$ cat config.mk
export PLATFORM = sky130hd
export DESIGN_NAME = ibd_core
export DESIGN_NICKNAME = d
export VERILOG_FILES = /design/src/rtl/ibd_pkg.sv /design/src/rtl/ibd_core.sv
export VERILOG_INCLUDE_DIRS = /design/src /design/src/rtl
export SDC_FILE = /design/constraint.sdc
export NUM_CORES = 1
export LEC_CHECK = 0
export BUFFER_PORTS_ARGS = -buffer_cell sky130_fd_sc_hd__buf_2
export CORE_UTILIZATION = 56
export DETAILED_ROUTE_END_ITERATION = 7
export PLACE_DENSITY_LB_ADDON = 0.15
export REMOVE_ABC_BUFFERS = 1
export SYNTH_ARGS = -nofsm -noshare
export SYNTH_HDL_FRONTEND = slang
export SYNTH_SLANG_ARGS = --single-unit
$ cat constraint.sdc
create_clock -name clk -period 2.85 [get_ports clk]
set_input_delay 0.285 -clock clk [delete_from_list [all_inputs] [get_ports clk]]
set_output_delay 0.285 -clock clk [all_outputs]
set_load 0.005 [all_outputs]
$ cat src/rtl/ibd_params.svh
// constants of the brake and dead-time block
`ifndef IBD_PARAMS_SVH
`define IBD_PARAMS_SVH

`define IBD_CLK_MHZ 25
`define IBD_DT_MIN_NS 100
`define IBD_DT_MIN_CYC ((`IBD_DT_MIN_NS * `IBD_CLK_MHZ + 999) / 1000)

`define IBD_ADDR_CTRL 8'h00
`define IBD_ADDR_DEADTIME 8'h04
`define IBD_ADDR_SLEW 8'h08
`define IBD_ADDR_STATUS 8'h0c
`define IBD_ADDR_IRQ_STATUS 8'h10
`define IBD_ADDR_IRQ_MASK 8'h14

`define IBD_CTRL_MODE_LSB 0
`define IBD_CTRL_OCP_EN 2
`define IBD_CTRL_WDT_EN 3
`define IBD_DEADTIME_RISING_LSB 0
`define IBD_DEADTIME_FALLING_LSB 8

`define IBD_IRQ_BRAKE_START 0
`define IBD_IRQ_BRAKE_END 1
`define IBD_IRQ_OCP 2
`define IBD_IRQ_WDT 3

`define IBD_RST_MODE 2'h0
`define IBD_RST_DT 8'h0a
`define IBD_RST_SLEW 4'h0

`endif

$ cat src/rtl/ibd_pkg.sv
// types of the brake and dead-time block
`include "ibd_params.svh"
package ibd_pkg;
  typedef enum logic [1:0] {
    IBD_BRK_LOW,
    IBD_BRK_HIGH,
    IBD_BRK_ALT,
    IBD_BRK_HIZ
  } ibd_mode_t;

  typedef struct packed {
    logic [9:0] sync1;
    logic [9:0] sync2;
    logic brk_prev;
    logic ocp_prev;
    logic wdt_prev;
    logic alt_high;
    logic brake_side;
    logic [2:0] hi;
    logic [2:0] lo;
    logic [2:0] hiz;
    logic [2:0][7:0] cnt;
    ibd_mode_t mode;
    logic ocp_en;
    logic wdt_en;
    logic [7:0] deadtime_rising;
    logic [7:0] deadtime_falling;
    logic [3:0] slew;
    logic [3:0] slew_act;
    logic [3:0] irq_st;
    logic [3:0] irq_mask;
    logic [31:0] rdata;
  } ibd_state_t;
endpackage

$ cat src/rtl/ibd_core.sv
// brake sequencing and dead-time insertion for three inverter phases
`timescale 1ns/1ns
// Notes on behaviour
// - braking can be entered from any pwm input pattern.
// - brake pin low, or enabled overcurrent or watchdog fault, starts braking.
// - controller holds brake pin high normally; low starts braking at once.
// - brake ignored during supply undervoltage; pin high resumes pwm propagation.
// - mode selects low-side, high-side, alternating or high-impedance braking.
// - low-side braking turns all low gates on, all high gates off.
// - high-side braking turns all high gates on, all low gates off.
// - alternating braking flips side on each new brake event.
// - high-impedance braking releases all six gate outputs.
// - conflicting switch turns off at once; braking switch waits dead time.
// - brake settings may change at run time and apply without restart.
// - internal gpio brake and brake pin combine into one brake input.
// - dead time between high and low gate of each phase.
// - rising node edge uses rise dead time, falling uses fall dead time.
// - a fixed minimum dead time always applies.
// - slew and dead-time changes apply only at switching edges.
module ibd_core
  import ibd_pkg::*;
#(
  parameter int DT_W = 8
) (
  input wire logic clk,
  input wire logic reset_n,
  input wire logic clk_en,
  input wire logic brake_request_n,
  input wire logic internal_brake_gpio,
  input wire logic overcurrent_fault,
  input wire logic watchdog_fault,
  input wire logic digital_supply_undervoltage,
  input wire logic [2:0] pwm_high_in,
  input wire logic [2:0] pwm_low_in,
  input wire logic [7:0] reg_addr,
  input wire logic [31:0] reg_wdata,
  input wire logic reg_write,
  input wire logic reg_read,
  output logic [31:0] reg_rdata,
  output logic irq,
  output logic [2:0] gate_high_out,
  output logic [2:0] gate_low_out,
  output logic [2:0] gate_high_oe,
  output logic [2:0] gate_low_oe,
  output logic [3:0] slew_setting,
  output logic brake_active
);

  localparam logic [DT_W-1:0] DT_MIN = DT_W'(`IBD_DT_MIN_CYC);

  ibd_state_t s;
  ibd_state_t next_s;

  // **********************************
  // derived signals
  // **********************************
  logic brk_n_s;
  logic ocp_s;
  logic wdt_s;
  logic uv_s;
  logic [2:0] ph_s;
  logic [2:0] pl_s;
  logic trig;
  logic brk_now;
  logic brk_start;
  logic brk_end;
  logic side_high;
  logic [2:0] th;
  logic [2:0] tl;
  logic [2:0] thz;
  logic sw_edge;

  assign brk_n_s = s.sync2[0];
  assign ocp_s = s.sync2[1];
  assign wdt_s = s.sync2[2];
  assign uv_s = s.sync2[3];
  assign ph_s = s.sync2[6:4];
  assign pl_s = s.sync2[9:7];

  function automatic logic [DT_W-1:0] eff_dt(input logic [7:0] dt);
    logic [DT_W-1:0] v;
    v = DT_W'(dt);
    eff_dt = (v < DT_MIN) ? DT_MIN : v;
  endfunction

  // **********************************
  // next state
  // **********************************
  always_comb begin
    next_s = s;
    // wired-and of both brake sources, then two flops
    next_s.sync1 = {pwm_low_in, pwm_high_in, digital_supply_undervoltage,
                    watchdog_fault, overcurrent_fault,
                    brake_request_n & internal_brake_gpio};
    next_s.sync2 = s.sync1;

    // brake trigger, ignored while the digital supply is low
    trig = !brk_n_s || (s.ocp_en && ocp_s) || (s.wdt_en && wdt_s);
    brk_now = !uv_s && trig;
    brk_start = brk_now && !s.brk_prev;
    brk_end = !brk_now && s.brk_prev;
    next_s.brk_prev = brk_now;
    next_s.ocp_prev = ocp_s;
    next_s.wdt_prev = wdt_s;

    // side memory: in alternating mode each new event takes the other side
    if (brk_start) begin
      if (s.mode == IBD_BRK_ALT) begin
        next_s.brake_side = s.alt_high;
        next_s.alt_high = !s.alt_high;
      end else begin
        next_s.brake_side = (s.mode == IBD_BRK_HIGH);
      end
    end

    // mode read live so run-time changes act at once
    case (s.mode)
      IBD_BRK_LOW: side_high = 1'b0;
      IBD_BRK_HIGH: side_high = 1'b1;
      IBD_BRK_ALT: side_high = brk_start ? s.alt_high : s.brake_side;
      default: side_high = 1'b0;
    endcase

    // targets: brake pattern overrides any pwm pattern
    if (brk_now) begin
      th = side_high ? 3'h7 : 3'h0;
      tl = side_high ? 3'h0 : 3'h7;
      thz = (s.mode == IBD_BRK_HIZ) ? 3'h7 : 3'h0;
      if (s.mode == IBD_BRK_HIZ) begin
        th = 3'h0;
        tl = 3'h0;
      end
    end else begin
      // both inputs high is not a legal drive; both stay off
      th = ph_s & ~pl_s;
      tl = pl_s & ~ph_s;
      thz = 3'h0;
    end
    next_s.hiz = thz;

    // per-phase dead time sequencing
    sw_edge = 1'b0;
    for (int i = 0; i < 3; i++) begin
      next_s.hi[i] = s.hi[i] & th[i];
      next_s.lo[i] = s.lo[i] & tl[i];
      if (s.cnt[i] != '0) begin
        next_s.cnt[i] = s.cnt[i] - 8'h01;
      end
      // dead time sampled only when a switch turns off
      if (s.lo[i] && !tl[i]) begin
        next_s.cnt[i] = eff_dt(s.deadtime_rising);
        sw_edge = 1'b1;
      end else if (s.hi[i] && !th[i]) begin
        next_s.cnt[i] = eff_dt(s.deadtime_falling);
        sw_edge = 1'b1;
      end
      if (s.cnt[i] == '0 && !s.hi[i] && !s.lo[i]) begin
        next_s.hi[i] = th[i];
        next_s.lo[i] = tl[i];
      end
    end
    // slew code follows the switching edges only
    if (sw_edge) begin
      next_s.slew_act = s.slew;
    end

    // sticky events; read clears, but a new event wins
    next_s.rdata = 32'h0;
    if (reg_read) begin
      case (reg_addr)
        `IBD_ADDR_CTRL: next_s.rdata = {28'h0, s.wdt_en, s.ocp_en, s.mode};
        `IBD_ADDR_DEADTIME: next_s.rdata = {16'h0, s.deadtime_falling, s.deadtime_rising};
        `IBD_ADDR_SLEW: next_s.rdata = {28'h0, s.slew};
        `IBD_ADDR_STATUS: next_s.rdata = {20'h0, s.hiz, s.lo, s.hi,
                                          s.alt_high, uv_s, s.brk_prev};
        `IBD_ADDR_IRQ_STATUS: begin
          next_s.rdata = {28'h0, s.irq_st};
          next_s.irq_st = 4'h0;
        end
        `IBD_ADDR_IRQ_MASK: next_s.rdata = {28'h0, s.irq_mask};
        default: next_s.rdata = 32'h0;
      endcase
    end
    if (brk_start) next_s.irq_st[`IBD_IRQ_BRAKE_START] = 1'b1;
    if (brk_end) next_s.irq_st[`IBD_IRQ_BRAKE_END] = 1'b1;
    if (s.ocp_en && ocp_s && !s.ocp_prev) next_s.irq_st[`IBD_IRQ_OCP] = 1'b1;
    if (s.wdt_en && wdt_s && !s.wdt_prev) next_s.irq_st[`IBD_IRQ_WDT] = 1'b1;

    // register writes
    if (reg_write) begin
      case (reg_addr)
        `IBD_ADDR_CTRL: begin
          next_s.mode = ibd_mode_t'(reg_wdata[`IBD_CTRL_MODE_LSB +: 2]);
          next_s.ocp_en = reg_wdata[`IBD_CTRL_OCP_EN];
          next_s.wdt_en = reg_wdata[`IBD_CTRL_WDT_EN];
        end
        `IBD_ADDR_DEADTIME: begin
          next_s.deadtime_rising = reg_wdata[`IBD_DEADTIME_RISING_LSB +: 8];
          next_s.deadtime_falling = reg_wdata[`IBD_DEADTIME_FALLING_LSB +: 8];
        end
        `IBD_ADDR_SLEW: next_s.slew = reg_wdata[3:0];
        `IBD_ADDR_IRQ_MASK: next_s.irq_mask = reg_wdata[3:0];
        default: next_s.slew = next_s.slew;
      endcase
    end
  end

  // **********************************
  // state register
  // **********************************
  always_ff @(posedge clk) begin
    if (!reset_n) begin
      s <= '0;
      // brake pin level idles high so no false brake at release
      s.sync1 <= 10'h001;
      s.sync2 <= 10'h001;
      s.alt_high <= 1'b0;
      s.mode <= ibd_mode_t'(`IBD_RST_MODE);
      s.deadtime_rising <= `IBD_RST_DT;
      s.deadtime_falling <= `IBD_RST_DT;
      s.slew <= `IBD_RST_SLEW;
      s.slew_act <= `IBD_RST_SLEW;
    end else if (clk_en) begin
      s <= next_s;
    end
  end

  // **********************************
  // outputs
  // **********************************
  // a slow read answer is harmless: the value is one cycle old
  assign reg_rdata = s.rdata;
  assign irq = |(s.irq_st & s.irq_mask);
  assign gate_high_out = s.hi;
  assign gate_low_out = s.lo;
  assign gate_high_oe = ~s.hiz;
  assign gate_low_oe = ~s.hiz;
  assign slew_setting = s.slew_act;
  assign brake_active = s.brk_prev;

endmodule

==> results of run 1 <==
[placed cells by master (no fill, tap or decap), types with 16 or more instances in the layout]
master / count
buf_2: 73
o21ai_0: 21
conb_1: 16
nand2_1: 83
mux2i_1: 55
a21oi_1: 31
nor2_1: 75
buf_4: 18
dfxtp_1: 108
[worst register-to-register path: stages (launching register included)]
cell      delay, ns
dfxtp_1        0.43
inv_1          0.07
ha_1           0.29
nor2b_1        0.07
o211ai_1       0.15
o211ai_1       0.19
nor2_1         0.65
mux2_2         0.41
a21oi_1        0.14
a221oi_1       0.09
[what timing repair did]
action	CTS	global route
resized for setup	0	1
hold buffers	0	0
setup endpoints to repair	0	6
[final cells by class]
| type | instances | area (um^2) |
|---|---|---|
| Fill cell | 949 | 3970 |
| Clock buffer | 10 | 138 |
| Timing Repair Buffer | 91 | 500 |
| Multi-Input combinational cell | 489 | 3220 |
| Clock inverter | 6 | 72.6 |
| Tap cell | 136 | 170 |
| Sequential cell | 108 | 2160 |
| Inverter | 14 | 52.6 |
[power by group through the flow]
stage               Sequential, mW  Combinational, mW  Clock, mW
CTS                           1.83               1.43       1.00
global placement              1.86               1.36          0
detailed placement            1.86               1.43          0
floorplan                     1.82               1.10          0
finish                        1.84               1.45      0.986
global route                  1.86               1.61       1.07
[metal layers]
metal / up-vias / wire length, um / GRT usage (%)
met5: - / 0 / 0
met4: 0 / 354 / 10.8
met3: 26 / 867 / 6.61
met2: 156 / 7260 / 46.8
met1: 2339 / 6230 / 33.8
li1: 2395 / - / -
[logic make-up (layout without fill, tap and decap cells)]
kind of cell               after synthesis  count (layout)  synth area share [%]
muxes                                   63              63                  11.6
adders and majority gates                6               6                  1.27
and+or+nand+nor                        243             243                  19.7
DFF                                    108             108                  36.5
AOI/OAI and AO/OA                      145             145                  18.2
buffers and inverters                   98             121                  10.3
xor gates and xnor gates                16              16                  2.37
other                                    1              16                0.0633
[sequential cells by signal, indices dropped and copies added (netlist names)]
register       count
gate_low_out       3
next_s            12
gate_high_out      3
brake_active       1
pl_s               3
slew_setting       4
s                 62
ph_s               3
brk_n_s            1
reg_rdata         16
[per-stage QoR]
step / setup WS [ns] / instances
after floorplan: 0.434 / 611
after global placement: 0.246 / 838
after detailed placement: 0.174 / 838
after CTS: 0.131 / 854
after global routing: 0.0308 / 854
final: 0.241 / 854
[worst paths after layout]
check                               start                           end  slack, ns  depth (start not counted)
max                    s[66]$_SDFFE_PN0P_            s[80]$_SDFFE_PN0P_       0.24                          9
min                          reg_wdata[9]            s[49]$_SDFFE_PN1P_       0.11                          3
min reg2reg  slew_setting[1]$_SDFFE_PN0P_  slew_setting[1]$_SDFFE_PN0P_       0.47                          2
max reg2reg            s[66]$_SDFFE_PN0P_            s[80]$_SDFFE_PN0P_       0.24                          9
==> flow_summary.ini, run 1 <==
[logic_synthesis]
synth_flop_cell = dfxtp_1
synth_area_leaders = dfxtp_1 36%, mux2i_1 9.3%, buf_4 6.1%
netlist_top_cells_count = 108 x dfxtp_1, 83 x nand2_1, 75 x nor2_1
synth_top_area_share_pct = 36.5
ys_seq_elements = 108
yosysTopAreaCell = dfxtp_1
ys_types = 66
syn_avg_cell_area_um2 = 8.71
syn_inst = 680
async_flop_share_pct = 0
synth_most_common_cell = dfxtp_1
ys_warn_count = 0
synth_edf_count = 0
yosysSeqAreaShare_pct = 36.5
syn_area_um2 = 5920

[floorplan]
pin_count = 106
die_area_um2 = 11000
initial_core_util_pct = 57.6
row_count = 37
die_h_um = 105
fp.coreArea_um2 = 10300
die_w_um = 105

[timing]
finalSetupViolCount = 0
tns_ns = 0
rsz0062_at_grt = false
max_freq_ghz = 0.383
fin_hold_ws_ns = 0.112
drv_slew = 0
relSlewSlack_pct = 41.1
period_minus_slack_ns = 2.61
finalHoldViolCount = 0
fin_crit_sh_pct = 91.5
worst_pin_slew_ns = 0.882
finalClockSkew_ns = 0.0151

[cells_and_area]
fin_nets = 775
antennaDiodeCount = 0
stdcell_area_um2 = 6310
drive_above_1_share_pct = 20.2
syn_to_final_growth_pct = 6.55
fin_util_pct = 61.4

[placement]
dpl.hpwl_um = 10600
postPlaceCellArea_um2 = 6090
portBuffers = 73
gp_congestion = 0.861

[power]
power_mw = 4.28
power_frac_seq_pct = 43.0
ir_worst_vdd_mv = 0.446
p_sw_mw = 1.48
clkPwrFrac_pct = 23.0
p_per_area_nw_per_um2 = 678
comb_power_share_pct = 34.0
p_int_mw = 2.80
p_leak_nw = 2.60
sw_frac_of_total_pct = 34.5

[setup_path]
critPathLaunchType = register
crit_type = register to register
worst_ep_arrival_time_ns = 2.88
end_kind = register
critical_path_buf_inv_count = 1
path_cells = inv_1, ha_1, nor2b_1, o211ai_1, o211ai_1, nor2_1, mux2_2, a21oi_1, a221oi_1
required_ns = 3.12
critPathMaxStageDelay_ns = 0.65
path_common_cell = o211ai_1
cp_max_fo = 11
cp_slowest_cell = nor2_1
crit_family = simple AND/OR/NAND/NOR gates

[global_routing]
grt_max_degree = 50
grt_pass1_vias = 4724
gr-total-overflow = 0
grt_pass1_wl_um = 23700
grt_antenna_before_repair = 0
groute.usage.overall_pct = 27.6

[detailed_routing]
drt-vias-per-instance = 5.76
wirelength_um = 14700
num_vias = 4916
drcViolationCount = 0
post_drt_wl_per_cell_um = 17.2
antenna_left = 0
first_pass_iters = 6
drt_iter0_markers = 337

[clock_network]
cts_buffers = 9
clock_path_buffers = 2
clockRootBuffer = clkbuf_8
cts_sinks = 108
cts_max_level = 3
clkTransAtPathRegs_ns = 0.11
post-cts-setup-buffers = 0
clkLatencyLatePin_ns = 0.39
cts_tree = built

[min_path]
hp-class = input port to register

[job]
maxCapViolCount = 0

[status]
status = completed
(Power assumes the default switching activity.)
==> inputs of run 2 (changes only) <==
- CORE_UTILIZATION: 56 -> 50
==> run 2 against run 1 <==
  * Maximum frequency grew 0.61%
  * Worst hold slack gained 0.036 ns
  * Clock power grew 26%
  * First-iteration DRC count grew 0.30%
  * Cell count grew 0.94%
  * Sequential power is essentially flat
  * Via count is essentially flat
==> flow_summary.ini, run 2 (same netlist as run 1, synthesis figures left out) <==
[setup_path]
worst_ep_arrival_time_ns = 2.82
required_ns = 3.08
rrSetupSlack_ns = 0.26
worstRegToRegCells = 9
cp_max_fo = 11
critPathLaunchType = register
r2r_end = s[83]$_SDFFE_PN0P_
end_kind = register
crit_type = register to register
rr_startpoint = s[66]$_SDFFE_PN0P_

[detailed_routing]
antenna_left = 0
drt-vias-per-instance = 5.70
num_vias = 4913
post_drt_wl_per_cell_um = 17.1
wirelength_um = 14800
drt_iter0_markers = 338
drcViolationCount = 0
first_pass_iters = 5

[clock_network]
cts_max_level = 3
cts_buffers = 9
clock_path_buffers = 2
clkLatencyLatePin_ns = 0.36
cts_tree = built
cts_sinks = 108
cts_resized = 0
ctsHoldBuffers = 0
clockRootBuffer = clkbuf_16
post-cts-setup-buffers = 0
clkTransAtPathRegs_ns = 0.07

[timing]
drv_slew = 0
relSlewSlack_pct = 53.6
period_minus_slack_ns = 2.59
tns_ns = 0
finalSetupViolCount = 0
rsz0062_at_grt = false
max_freq_ghz = 0.386
worst_pin_slew_ns = 0.694
finalHoldViolCount = 0
finalClockSkew_ns = 0.00937
fin_crit_sh_pct = 91.0

[cells_and_area]
largest_reg_flops = 62
layout_common_cells = 108 x dfxtp_1, 83 x nand2_1, 75 x nor2_1, 73 x buf_2, 55 x mux2i_1
top_register = s
final_cells = 862
fillers = 1074
antennaDiodeCount = 0
fin_nets = 777
regArea_um2 = 2160
layout_commonest_cell = dfxtp_1
syn_to_final_growth_pct = 8.34
multi_input_area_um2 = 3210
drive_above_1_share_pct = 20.3

[power]
ir_worst_vdd_mv = 0.547
p_per_area_nw_per_um2 = 707
power_mw = 4.54
p_leak_nw = 2.65

[placement]
portBuffers = 73
dpl.hpwl_um = 10700
dp_cells = 847
gp_congestion = 0.861

[min_path]
hp-start = reg_wdata[11]
hold_depth = 3
hp-class = input port to register
hold_end = s[51]$_SDFFE_PN1P_

[global_routing]
grt_max_degree = 56
grt_pass1_vias = 4828
grt_pass1_wl_um = 24400
gr-total-overflow = 0
grt_antenna_before_repair = 0
groute.usage.overall_pct = 25.1

[floorplan]
pin_count = 106
initial_core_util_pct = 51.7
die_area_um2 = 12300
row_count = 39
die_h_um = 111
die_w_um = 111
fp.coreArea_um2 = 11500

[status]
status = completed

[job]
maxCapViolCount = 0
==> run 2: per-layer routing <==
metal | part of all wire, % | track usage (%)
met5 | 0 | 0
met1 | 45 | 31.3
met4 | 2.6 | 10.3
met3 | 4.5 | 6.18
met2 | 48 | 41.3
==> run 2: final cells by class <==
| type | count | share of cell area [%] |
|---|---|---|
| clock buffer | 9 | 3.51 |
| inverter | 14 | 0.819 |
| sequential | 108 | 33.7 |
| multi-input combinational | 489 | 49.9 |
| clock inverter | 6 | 1.03 |
| tap | 143 | 2.79 |
| timing repair buffer | 93 | 8.23 |
==> run 2: power by group <==
part | switching (mW) | internal [mW] | total (mW)
clock | 0.565 | 0.678 | 1.24
sequential | 0.172 | 1.67 | 1.84
combinational | 0.757 | 0.700 | 1.46
total | 1.49 | 3.04 | 4.54
==> run 2: stage by stage <==
stage / hold WS (ns) / setup slack (ns) / utilization, % / instance area [um^2]
6_report: 0.148 / 0.257 / 56.0 / 6420
5_1_grt: 0.155 / 0.0187 / 56.0 / 6420
4_1_cts: 0.147 / 0.176 / 56.0 / 6420
3_5_place_dp: 0.448 / 0.187 / 53.4 / 6130
3_3_place_gp: 0.449 / 0.285 / 53.4 / 6130
2_1_floorplan: 0.357 / 0.434 / - / 5420
==> run 2: critical path, cell delays in order, from the launching register on <==
cell and delay [ns]:
dfxtp_1 0.43, inv_1 0.07, ha_1 0.29, nor2b_1 0.07, o211ai_1 0.19, o211ai_1 0.19
nor2_1 0.57, mux2_2 0.41, a21oi_1 0.15, a221oi_1 0.09
==> run 2: how the worst max path moves through the flow <==
stage	from	end	slack (ns)	depth (start not counted)
6_report	s[66]$_SDFFE_PN0P_	s[83]$_SDFFE_PN0P_	0.26	9
4_1_cts	s[66]$_SDFFE_PN0P_	s[83]$_SDFFE_PN0P_	0.18	9
3_3_place_gp	s[66]$_SDFFE_PN0P_	s[83]$_SDFFE_PN0P_	0.29	9
5_1_grt	s[66]$_SDFFE_PN0P_	s[83]$_SDFFE_PN0P_	0.02	9
2_1_floorplan	s[66]$_SDFFE_PN0P_	s[86]$_SDFFE_PN0P_	0.43	7
3_5_place_dp	s[66]$_SDFFE_PN0P_	s[83]$_SDFFE_PN0P_	0.19	9
==> inputs of run 3 (changes only) <==
- BUFFER_PORTS_ARGS: -buffer_cell sky130_fd_sc_hd__buf_2 -> default
- DONT_BUFFER_PORTS: default -> 1
==> run 3 against run 2 <==
  * Sequential share of layout area up 2.0 points
  * Worst hold slack worse by 0.13 ns
  * Critical path depth unchanged
  * Flip-flop and latch count unchanged
  * Routed wire length down 0.97%
  * Highest routed layer unchanged
  * Global-route usage down 0.64 points
  * Maximum frequency down 2.5%
  * Clock skew down 0.0021 ns
  * Non-clock buffer count down 75
  * Largest cell class unchanged
==> flow_summary.ini, run 3 (same netlist as run 1, synthesis figures left out) <==
[timing]
finalClockSkew_ns = 0.00726
period_minus_slack_ns = 2.66
tns_ns = 0
relSlewSlack_pct = 52.7
finalSetupViolCount = 0
worst_pin_slew_ns = 0.707
rsz0062_at_grt = false
fin_crit_sh_pct = 93.3
finalHoldViolCount = 0
max_freq_ghz = 0.376
drv_slew = 0

[min_path]
hold_end = s[59]$_SDFFE_PN1P_
hp-start = reset_n
hp-class = input port to register
hold_depth = 1

[floorplan]
die_w_um = 111
initial_core_util_pct = 51.7
row_count = 39
fp.coreArea_um2 = 11500
die_h_um = 111
pin_count = 106
die_area_um2 = 12300

[placement]
portBuffers = 0
dpl.hpwl_um = 10300
gp_congestion = 0.843

[clock_network]
clockRootBuffer = clkbuf_16
ctsHoldBuffers = 1
cts_resized = 0
cts_buffers = 9
clock_path_buffers = 2
cts_tree = built
post-cts-setup-buffers = 0
clkTransAtPathRegs_ns = 0.07
cts_sinks = 108
cts_max_level = 3
clkLatencyLatePin_ns = 0.36

[cells_and_area]
syn_to_final_growth_pct = 2.24
fin_util_pct = 52.8
layout_common_cells = 108 x dfxtp_1, 83 x nand2_1, 75 x nor2_1, 55 x mux2i_1, 31 x a21oi_1
top_register = s
largest_reg_flops = 62
antennaDiodeCount = 0
layout_commonest_cell = dfxtp_1
drive_above_1_share_pct = 11.0
fillers = 1076
fin_nets = 702

[detailed_routing]
post_drt_wl_per_cell_um = 18.6
antenna_left = 0
first_pass_iters = 5
wirelength_um = 14600
drcViolationCount = 0
num_vias = 4675
drt-vias-per-instance = 5.93
drt_iter0_markers = 287

[power]
p_per_area_nw_per_um2 = 742
ir_worst_vdd_mv = 0.637
p_leak_nw = 2.33
power_mw = 4.49

[setup_path]
critPathMaxStageDelay_ns = 0.50
required_ns = 3.12
rr_startpoint = s[66]$_SDFFE_PN0P_
end_kind = register
cp_slowest_cell = a2111oi_4
worst_ep_arrival_time_ns = 2.93
rrSetupSlack_ns = 0.19
worstRegToRegCells = 9
r2r_end = s[80]$_SDFFE_PN0P_
critPathLaunchType = register
cp_max_fo = 7
path_cells = inv_1, ha_1, nand2b_1, a2111oi_4, and2b_1, o221ai_2, buf_4, a21oi_1, a221oi_1
startpoint = s[66]$_SDFFE_PN0P_
crit_type = register to register

[global_routing]
grt_max_degree = 51
grt_antenna_before_repair = 0
grt_pass1_vias = 4420
grt_pass1_wl_um = 23500
gr-total-overflow = 0
groute.usage.overall_pct = 24.4

[status]
status = completed

[job]
maxCapViolCount = 0
run 3: cell types whose count changed in the layout (fill, tap and decap cells not counted):
cell and delta:
buf_2 -73, buf_4 -3, clkinv_4 -2, inv_6 +2, clkbuf_8 +1, clkinv_2 -1, clkinvlp_4 +1, dlygate4sd3_1 +1
run 3: final cells by class:
class                   count  area (um^2)  area share (%)
inverters                  14         52.6           0.868
multi-input cells         489         3210            52.9
repair buffers             18          150            2.48
well taps                 143          179            2.95
clock inverters             6         68.8            1.14
flip-flops and latches    108         2160            35.7
clock buffers              10          239            3.95
run 3: how the worst max path moves through the flow:
| stage | cells past startpoint | to | slack, ns |
|---|---|---|---|
| detailed placement | 9 | s[83]$_SDFFE_PN0P_ | 0.26 |
| floorplan | 7 | s[86]$_SDFFE_PN0P_ | 0.43 |
| global route | 9 | s[80]$_SDFFE_PN0P_ | 0.02 |
| CTS | 9 | s[77]$_SDFFE_PN0P_ | 0.24 |
| finish | 9 | s[80]$_SDFFE_PN0P_ | 0.19 |
| global placement | 9 | s[83]$_SDFFE_PN0P_ | 0.31 |
run 3: metrics by stage:
stage                     setup WS, ns  instance area [um^2]  hold WS [ns]  std cells
final                            0.190                  6060        0.0225        788
after global routing            0.0190                  6060        0.0116        788
after CTS                        0.236                  6060       0.00200        788
after detailed placement         0.262                  5740         0.371        771
after global placement           0.306                  5740         0.367        771
after floorplan                  0.434                  5420         0.357        611
run 3: power by group:
| group | switching (mW) | internal (mW) | leakage (nW) | total [mW] |
|---|---|---|---|---|
| Combinational | 0.683 | 0.671 | 1.30 | 1.35 |
| Sequential | 0.176 | 1.67 | 0.879 | 1.84 |
| Clock | 0.585 | 0.712 | 0.149 | 1.30 |
| Total | 1.44 | 3.05 | 2.33 | 4.49 |
run 3: layer usage:
| layer | track usage, % | routed length [um] | part of all wire [%] | vias up |
|---|---|---|---|---|
| li1 | - | - | - | 2258 |
| met4 | 10.0 | 311 | 2.1 | 0 |
| met2 | 40.2 | 7040 | 48 | 145 |
| met1 | 30.7 | 6510 | 44 | 2251 |
| met5 | 0 | 0 | 0 | - |
| met3 | 5.69 | 779 | 5.3 | 21 |
run 3: critical path, delay by kind of cell (launching register included):
kind / cells / cell delay, ns
AO/OA/AOI/OAI: 4 / 1.06
AND/OR/NAND/NOR: 2 / 0.48
flip-flops: 1 / 0.44
adder cells (fa/ha/maj): 1 / 0.30
buffers and inverters: 2 / 0.28
